### src/include/dpedac_pkg.sv
// How it works
// - Row strobe four clocks, precharge three clocks
// - First acknowledge at first edge after strobe
// - No extra waits during burst accesses
// - Low wait-extend input adds one acknowledge clock
// - Acknowledge handshake output, non-interleaved mode
// - Refresh divider by ten gives 2 MHz
// - Upper bank select drives two row strobes
// - Zero column setup, 15 ns row hold
// - Write column strobe two clocks after row
// - Port A request from select strobe, clock high
// - Port B request from select and strobe
// - Count enable from acked requests or refresh
// - Delay chain starts on acked request, advances
// - Scrub single error extends refresh until done
// - Read transceiver enable until termination given
// - Correction output enable on reads, scrub errors
// - Scrub refresh six clocks, eight with error
// - Both ports ended by synchronous termination
`default_nettype none
package dpedac_pkg;
   // ==========================================================
   // Strap values and timing
   // ==========================================================
   localparam int unsigned CLK_HZ          = 20_000_000;
   localparam int unsigned CLK_PERIOD_NS   = 50;
   localparam int unsigned ROW_LOW_CLKS    = 4;
   localparam int unsigned ROW_PRECH_CLKS  = 3;
   localparam int unsigned ACK_BASE_CLKS   = 1;
   localparam int unsigned WAIT_EXTRA_CLKS = 1;
   localparam int unsigned BURST_WAIT_CLKS = 0;
   localparam int unsigned REFRESH_HZ      = 2_000_000;
   localparam int unsigned REF_DIV         = CLK_HZ / REFRESH_HZ;
   localparam logic [2:0]  REF_DIV_CODE    = 3'h0;
   localparam int unsigned COL_SETUP_NS    = 0;
   localparam int unsigned ROW_HOLD_NS     = 15;
   // Hold rounds up to whole cycles, at least one
   localparam int unsigned ROW_HOLD_CLKS   =
      ((ROW_HOLD_NS + CLK_PERIOD_NS - 1) / CLK_PERIOD_NS) < 1 ? 1 :
      ((ROW_HOLD_NS + CLK_PERIOD_NS - 1) / CLK_PERIOD_NS);
   localparam int unsigned WR_CAS_DELAY    = 1;
   localparam int unsigned SCRUB_CLKS      = 6;
   localparam int unsigned SCRUB_ERR_CLKS  = 8;
   localparam int unsigned CHAIN_LEN       = 6;

   // Strobe outputs to the memory array
   typedef struct packed {
      logic [3:0] row_n;
      logic [3:0] col_n;
      logic       row_addr_sel;
   } dpedac_mem_t;

   // Glue enables toward transceivers and correction unit
   typedef struct packed {
      logic tran_en;
      logic correction_data_output_enable;
      logic extend_refresh;
   } dpedac_glue_t;
endpackage
`default_nettype wire

### src/verilog/dpedac_refdiv.sv
`default_nettype none
// ============================================================
// Refresh divider clock enable
// ============================================================
module dpedac_refdiv #(
   parameter int unsigned DIV = 10
) (
   // Clock and reset
   input  wire logic clk_i,
   input  wire logic rst_i,
   // Divided enable
   output logic      tick_o
);
   logic [7:0] cnt_r, cnt_nxt;
   logic       tick_nxt;

   // One-cycle pulse every DIV clocks, 20 MHz down to 2 MHz
   always_comb begin
      tick_nxt = 1'b0;
      cnt_nxt  = cnt_r + 8'h01;
      if (cnt_r == 8'(DIV - 1)) begin
         cnt_nxt  = 8'h00;
         tick_nxt = 1'b1;
      end
   end

   always_ff @(posedge clk_i or posedge rst_i) begin
      if (rst_i) begin
         cnt_r  <= 8'h00;
         tick_o <= 1'b0;
      end else begin
         cnt_r  <= cnt_nxt;
         tick_o <= tick_nxt;
      end
   end
endmodule
`default_nettype wire

### src/verilog/dpedac_ctrl.sv
`default_nettype none
// ============================================================
// Dual-port corrected memory controller and glue sequencer
// ============================================================
module dpedac_ctrl
   import dpedac_pkg::*;
#(
   parameter int unsigned REFRESH_TICKS = 8
) (
   // Clock and reset
   input  wire logic                     clk_i,
   input  wire logic                     rst_i,
   // Port A processor
   input  wire logic                     port_a_select_strobe_n_i,
   input  wire logic                     port_a_write_i,
   input  wire logic                     port_a_burst_i,
   // Port B processor
   input  wire logic                     port_b_chip_select_n_i,
   input  wire logic                     port_b_address_strobe_n_i,
   input  wire logic                     port_b_write_i,
   input  wire logic                     port_b_burst_i,
   // Strap and correction unit inputs
   input  wire logic                     wait_extend_in_n_i,
   input  wire logic                     bank_select_i,
   input  wire logic                     single_error_flag_i,
   // Port terminations and grant
   output logic                          port_a_sync_termination_o,
   output logic                          port_b_sync_termination_o,
   output logic                          port_b_granted_o,
   output logic                          access_ack_o,
   output logic                          refresh_in_progress_o,
   // Memory and glue
   output dpedac_pkg::dpedac_mem_t       mem_o,
   output dpedac_pkg::dpedac_glue_t      glue_o
);
   import dpedac_pkg::*;

   // ==========================================================
   // Divider and refresh request
   // ==========================================================
   typedef enum logic [2:0] {
      DP_IDLE, DP_ROW, DP_SCRUB, DP_DONE, DP_PRECH
   } dpedac_state_t;

   dpedac_state_t state_r, state_nxt;
   logic       ref_tick;
   logic [7:0] ref_cnt_r, ref_cnt_nxt;
   logic       ref_pend_r, ref_pend_nxt;

   dpedac_refdiv #(.DIV(REF_DIV)) u_div (
      .clk_i  (clk_i),
      .rst_i  (rst_i),
      .tick_o (ref_tick)
   );

   // Refresh becomes due after a number of divided ticks
   always_comb begin
      ref_cnt_nxt  = ref_cnt_r;
      ref_pend_nxt = ref_pend_r;
      if (ref_tick) begin
         if (ref_cnt_r == 8'(REFRESH_TICKS - 1)) begin
            ref_cnt_nxt  = 8'h00;
            ref_pend_nxt = 1'b1;
         end else begin
            ref_cnt_nxt = ref_cnt_r + 8'h01;
         end
      end
      // A pending refresh is always taken from idle, so it clears there
      if (state_r == DP_IDLE && ref_pend_r)
         ref_pend_nxt = ref_tick && ref_cnt_r == 8'(REFRESH_TICKS - 1);
   end

   // ==========================================================
   // Port requests, sampled each clock (clock-high phase)
   // ==========================================================
   logic req_a, req_b, req_any;
   assign req_a   = !port_a_select_strobe_n_i;
   assign req_b   = !port_b_chip_select_n_i && !port_b_address_strobe_n_i;
   assign req_any = req_a || req_b;

   // ==========================================================
   // Sequencer
   // ==========================================================
   logic [3:0]         cnt_r, cnt_nxt;
   logic [CHAIN_LEN:1] dly_r, dly_nxt;
   logic               grant_b_r, grant_b_nxt;
   logic               is_ref_r, is_ref_nxt;
   logic               is_wr_r, is_wr_nxt;
   logic               is_burst_r, is_burst_nxt;
   logic               err_r, err_nxt;
   logic               ack_r, ack_nxt;
   logic               term_a_r, term_a_nxt;
   logic               term_b_r, term_b_nxt;
   logic               count_en;
   logic [3:0]         ack_at, row_end;
   dpedac_mem_t        mem_r, mem_nxt;
   dpedac_glue_t       glue_r, glue_nxt;

   // Chain advances only while an acked access or refresh runs
   assign count_en = (state_r == DP_ROW || state_r == DP_SCRUB) &&
                     (is_ref_r ? !mem_r.row_n[0] : ack_r);

   // Ack clock: one after strobe, plus one when wait-extend is low
   assign ack_at  = 4'(ACK_BASE_CLKS) +
                    (wait_extend_in_n_i ? 4'h0 : 4'(WAIT_EXTRA_CLKS));
   // Refresh length stretched by two on an error
   assign row_end = err_r ? 4'(SCRUB_ERR_CLKS - 1) : 4'(SCRUB_CLKS - 1);

   always_comb begin
      state_nxt    = state_r;
      cnt_nxt      = cnt_r;
      grant_b_nxt  = grant_b_r;
      is_ref_nxt   = is_ref_r;
      is_wr_nxt    = is_wr_r;
      is_burst_nxt = is_burst_r;
      err_nxt      = err_r;
      ack_nxt      = ack_r;
      term_a_nxt   = 1'b0;
      term_b_nxt   = 1'b0;
      mem_nxt      = mem_r;
      glue_nxt     = glue_r;
      // Delay chain: first stage set on first enable, later stages shift on enable
      dly_nxt      = dly_r;
      if (count_en) begin
         dly_nxt = {dly_r[CHAIN_LEN-1:1], 1'b1};
      end
      case (state_r)
         DP_IDLE: begin
            dly_nxt = '0;
            cnt_nxt = 4'h0;
            err_nxt = 1'b0;
            if (ref_pend_r || req_any) begin
               is_ref_nxt   = ref_pend_r;
               // Last owner keeps priority when both ports ask
               grant_b_nxt  = ref_pend_r ? grant_b_r :
                              (req_b && (!req_a || grant_b_r));
               is_wr_nxt    = !ref_pend_r &&
                              (grant_b_nxt ? port_b_write_i : port_a_write_i);
               is_burst_nxt = !ref_pend_r &&
                              (grant_b_nxt ? port_b_burst_i : port_a_burst_i);
               // Two strobes per group chosen by upper bank select
               mem_nxt.row_n        = ref_pend_r ? 4'h0 :
                                      (bank_select_i ? 4'h3 : 4'hC);
               // Zero column setup: switch row to column after hold
               mem_nxt.row_addr_sel = 1'b1;
               state_nxt            = ref_pend_r ? DP_SCRUB : DP_ROW;
            end
         end
         DP_ROW: begin
            cnt_nxt = cnt_r + 4'h1;
            if (cnt_r == 4'(ROW_HOLD_CLKS - 1))
               mem_nxt.row_addr_sel = 1'b0;
            // Writes delay the column strobe one clock past reads
            if (cnt_r == 4'(is_wr_r ? WR_CAS_DELAY : 0))
               mem_nxt.col_n = 4'h0;
            // No burst waits: ack at the same clock for bursts
            if (cnt_r + 4'h1 == (is_burst_r ? 4'(ACK_BASE_CLKS + BURST_WAIT_CLKS)
                                            : ack_at))
               ack_nxt = 1'b1;
            // Read path opens once the acked chain runs; a four-clock
            // row never reaches the deep stages, so the enable is used
            if (!is_wr_r && count_en && !term_a_r && !term_b_r)
               glue_nxt.tran_en = 1'b1;
            if (!is_wr_r && count_en)
               glue_nxt.correction_data_output_enable = 1'b1;
            if (cnt_r == 4'(ROW_LOW_CLKS - 1)) begin
               mem_nxt.row_n = 4'hF;
               mem_nxt.col_n = 4'hF;
               ack_nxt       = 1'b0;
               // Termination only to the port that owns the access
               term_a_nxt    = !grant_b_r;
               term_b_nxt    = grant_b_r;
               cnt_nxt       = 4'h0;
               state_nxt     = DP_DONE;
            end
         end
         DP_SCRUB: begin
            cnt_nxt = cnt_r + 4'h1;
            if (cnt_r == 4'(ROW_HOLD_CLKS - 1))
               mem_nxt.row_addr_sel = 1'b0;
            // Late-stage single error extends and enables write-back
            if (single_error_flag_i && dly_r[4]) begin
               err_nxt                              = 1'b1;
               glue_nxt.extend_refresh              = 1'b1;
               glue_nxt.correction_data_output_enable = 1'b1;
            end
            if (cnt_r == row_end) begin
               mem_nxt.row_n           = 4'hF;
               mem_nxt.col_n           = 4'hF;
               glue_nxt                = '0;
               cnt_nxt                 = 4'h0;
               state_nxt               = DP_PRECH;
            end
         end
         DP_DONE: begin
            // Transceiver drops once the termination has been given
            glue_nxt  = '0;
            state_nxt = DP_PRECH;
         end
         DP_PRECH: begin
            // Bank rests three clocks before the next strobe
            cnt_nxt = cnt_r + 4'h1;
            if (cnt_r == 4'(ROW_PRECH_CLKS - 2)) begin
               cnt_nxt   = 4'h0;
               state_nxt = DP_IDLE;
            end
         end
         default: state_nxt = DP_IDLE;
      endcase
   end

   // ==========================================================
   // Registers
   // ==========================================================
   always_ff @(posedge clk_i or posedge rst_i) begin
      if (rst_i) begin
         state_r    <= DP_IDLE;
         cnt_r      <= 4'h0;
         dly_r      <= '0;
         grant_b_r  <= 1'b0;
         is_ref_r   <= 1'b0;
         is_wr_r    <= 1'b0;
         is_burst_r <= 1'b0;
         err_r      <= 1'b0;
         ack_r      <= 1'b0;
         term_a_r   <= 1'b0;
         term_b_r   <= 1'b0;
         mem_r      <= '{row_n: 4'hF, col_n: 4'hF, row_addr_sel: 1'b0};
         glue_r     <= '0;
         ref_cnt_r  <= 8'h00;
         ref_pend_r <= 1'b0;
      end else begin
         state_r    <= state_nxt;
         cnt_r      <= cnt_nxt;
         dly_r      <= dly_nxt;
         grant_b_r  <= grant_b_nxt;
         is_ref_r   <= is_ref_nxt;
         is_wr_r    <= is_wr_nxt;
         is_burst_r <= is_burst_nxt;
         err_r      <= err_nxt;
         ack_r      <= ack_nxt;
         term_a_r   <= term_a_nxt;
         term_b_r   <= term_b_nxt;
         mem_r      <= mem_nxt;
         glue_r     <= glue_nxt;
         ref_cnt_r  <= ref_cnt_nxt;
         ref_pend_r <= ref_pend_nxt;
      end
   end

   // Outputs come straight from registers
   assign port_a_sync_termination_o = term_a_r;
   assign port_b_sync_termination_o = term_b_r;
   assign port_b_granted_o          = grant_b_r;
   assign access_ack_o              = ack_r;
   assign refresh_in_progress_o     = is_ref_r;
   assign mem_o                     = mem_r;
   assign glue_o                    = glue_r;
endmodule
`default_nettype wire

### config.mk
export PLATFORM = sky130hd
export DESIGN_NAME = dpedac_ctrl
export DESIGN_NICKNAME = d
export VERILOG_FILES = /design/src/include/dpedac_pkg.sv /design/src/verilog/dpedac_refdiv.sv /design/src/verilog/dpedac_ctrl.sv
export SDC_FILE = /design/constraint.sdc
export NUM_CORES = 1
export LEC_CHECK = 0
export BUFFER_PORTS_ARGS = -buffer_cell sky130_fd_sc_hd__buf_2
export CORE_MARGIN = 2
export CORE_UTILIZATION = 45
export CTS_BUF_LIST = sky130_fd_sc_hd__clkbuf_8
export DETAILED_ROUTE_END_ITERATION = 8
export GPL_TIMING_DRIVEN = 0
export PLACE_DENSITY = 0.66
export SYNTH_ARGS = -nofsm -noshare
export SYNTH_HDL_FRONTEND = slang
export SYNTH_SLANG_ARGS = --single-unit
### constraint.sdc
create_clock -name clk_i -period 1.8 [get_ports clk_i]
set_input_delay 0.36 -clock clk_i [delete_from_list [all_inputs] [get_ports clk_i]]
set_output_delay 0.36 -clock clk_i [all_outputs]
set_load 0.02 [all_outputs]
==> results.cfg <==
[clocking]
clk_latency_ns = 0.30
clk_pin_slew_worst_paths_ns = 0.08
cts-buffers-inserted = 5
cts-root-buf = clkbuf_8
clock_path_buffers = 2
cts_tree = done
cts_sinks = 44
htreeDepth = 2

[synth]
synth_compound_area_share_pct = 14.79
synthAdderAreaFrac_pct = 3.337
yosysSeqAreaShare_pct = 49.11
ys.flop_type = dfrtp_1
synth_warnings = 0
synthesis.area_sq_um = 2250
yosys.cell_types.count = 49
avgSynthCellArea_sq_um = 9.954
async_reset_ff_share_pct = 100.0
synth-simple-area-share_pct = 17.07
synthMuxAreaShare_pct = 3.671
yosys.area_share.xor_xnor_pct = 6.229
synthCells = 226
ys_ff_latch = 44
synth_nets = 244
synth_edf_count = 0
synth_top_family_by_area = simple AND/OR/NAND/NOR gates

[die]
core-area_sq_um = 4786
ioPinCount = 29
design.die.area_sq_um = 5581
die_w_um = 74.71
die_h_um = 74.71
initial_utilization_pct = 47.01
placementRows = 25

[global_route]
grt_pass1_wl_um = 7410
grt_overflow = 0
grt_usage_pct = 17.81
antenna_found_initial = 0
grt_pass1_vias = 1564
grt_start_max_net_pins = 41

[power]
vdd_ir_drop_max_mv = 0.4956
p_per_area_nw_per_um2 = 1564
leakage_uw = 0.001272

[cells_and_area]
drive_gt1_share_pct = 23.13
final_cell_mix = dfrtp_1, buf_2, nand2_1, nor2_1, inv_1
num-fill-cells = 445
final_nets = 285
final_util_pct = 55.29
diodes = 0
multi_input_area_sq_um = 1015
ff_latch_area_sq_um = 1107
final_common_cell = dfrtp_1
areaGrowthSynthToFinish_pct = 17.63

[place]
gp_congestion = 0.8073
hpwlAfterDp_um = 3290
portBuffers = 28
pre_cts_ws_ns = -0.02060

[hold_path]
holdPathStages = 3
min_path_type = in -> reg

[sta]
post-route-min-period_ns = 1.767
finalCritPeriodShare_pct = 98.17
skew_ns = 0.007034
worst_slack_ns = 0.03291
tightest_slew_ns = 0.4070
hold_viol = 0
slew_viol_final = 0
finalSetupViolCount = 0
slew_headroom_pct = 72.68
fmax_mhz = 565.9
rsz0062_at_grt = yes

[drt]
drtAntennaViolNets = 0
routed_via_density = 5.200
routed_wl_um = 4499
routed-via-count = 1742
wire_per_inst_um = 13.43
initialDrtViolationCount = 119
drc_errors = 0
firstDrtPassIters = 4

[setup_path]
ff2ff_path_depth = 6
crit_arrival_ns = 1.99
max_stage_delay_ns = 0.44
end_kind = register
critPathLaunchType = register
cp_cell_sequence = or3b_4, a21o_1, buf_6, o211ai_1, buf_4, mux2_2
cp.required_ns = 2.02
crit_fanout = 6
slowest_stage = dfrtp_2
crit_type = reg -> reg

[status]
outcome = finished, final reports clean

[flow_run]
cap_violations = 0
[cells by family (layout without fill, tap and decap cells)]
| kind of cell | after synthesis | after routing |
|---|---|---|
| buffers and inverters | 27 | 69 |
| flip-flops | 44 | 44 |
| AO/OA/AOI/OAI | 47 | 47 |
| multiplexers | 8 | 8 |
| XOR/XNOR | 16 | 16 |
| adder cells (fa/ha/maj) | 6 | 6 |
| AND/OR/NAND/NOR | 78 | 78 |
[worst paths after layout]
path | startpoint | endpoint | slack, ns
worst min register to register | ref_cnt_r[7]$_DFFE_PP0P_ | ref_cnt_r[7]$_DFFE_PP0P_ | 0.48
min in group asynchronous | rst_i | u_div.cnt_r[3]$_DFF_PP0_ | 0.49
worst max register to register | state_r[1]$_DFFE_PP0P_ | mem_o[6]$_DFFE_PP1P_ | 0.03
max in group asynchronous | rst_i | mem_o[7]$_DFFE_PP1P_ | 0.83
worst min-delay path | port_b_burst_i | is_burst_r$_DFFE_PP0P_ | 0.42
worst max-delay path | state_r[1]$_DFFE_PP0P_ | mem_o[6]$_DFFE_PP1P_ | 0.03
[worst max-delay path, delay by kind of cell (launching register included)]
family                 cells  cell delay [ns]
DFF                        1             0.44
AOI/OAI and AO/OA          2             0.24
and+or+nand+nor            1             0.42
buffers and inverters      2             0.28
muxes                      1             0.32
[sequential cells by signal, summed over array words and instances, names as in the netlist, 3 cells and up]
signal and flops:
ref_cnt_r 8, u_div.cnt_r 8, cnt_r 4, mem_o 4, dly_r 4, glue_o 3, state_r 3
[synth_stat cells (all sizes together), types with 5 or more instances]
| cell type | instances | share of area, % |
|---|---|---|
| a21oi | 8 | 1.8 |
| mux2i | 6 | 2.7 |
| o21ai | 8 | 1.8 |
| and3 | 6 | 1.7 |
| xnor2 | 8 | 3.1 |
| ha | 6 | 3.3 |
| inv | 15 | 2.5 |
| nor2 | 21 | 3.5 |
| dfrtp | 41 | 46 |
| nand2b | 5 | 1.4 |
| nand3 | 7 | 1.6 |
| xor2 | 8 | 3.1 |
| nand2 | 21 | 3.5 |
| buf | 8 | 2.6 |
[report_power, final]
group / leakage [uW] / switching, uW / internal (uW) / total [uW]
combinational: 0.000652 / 1080 / 867 / 1950
sequential: 0.000561 / 212 / 1250 / 1460
clock: 0.0000593 / 322 / 406 / 728
total: 0.00127 / 1610 / 2520 / 4140
[through the flow]
| step | std cells | area [sq um] | power [uW] | hold slack [ns] | setup TNS (ns) |
|---|---|---|---|---|---|
| final | 335 | 2646 | 4138 | 0.4241 | 0 |
| after floorplan | 226 | 2250 | 2844 | 0.4426 | 0 |
| after global routing | 335 | 2646 | 4475 | 0.4534 | -0.06191 |
| after global placement | 321 | 2474 | 3282 | 0.4645 | -8.143 |
| after CTS | 330 | 2609 | 4073 | 0.4210 | 0 |
| after detailed placement | 322 | 2494 | 3322 | 0.2451 | -0.04108 |
[routing by layer]
layer	vias up	wire, um	global-route usage (%)
li1	866	-	-
met1	823	2188	24.68
met2	43	2060	27.14
met3	10	153	5.489
met4	0	97	5.159
met5	-	0	0
[layout make-up]
| type | count | area share [%] |
|---|---|---|
| inverters | 15 | 2.128 |
| plain buffers | 11 | 2.695 |
| flip-flops and latches | 44 | 41.84 |
| well taps | 67 | 3.168 |
| clock inverters | 3 | 1.466 |
| repair buffers | 35 | 7.754 |
| multi-input cells | 155 | 38.35 |
| clock buffers | 5 | 2.600 |
[timing repair]
item	CTS	global route
hold buffers	1	0
buffers inserted	0	5
setup endpoints to repair	2	3
endpoints found under the hold margin	4	0
pin swaps	1	2
gates resized for setup	1	2
(Power assumes the default switching activity.)
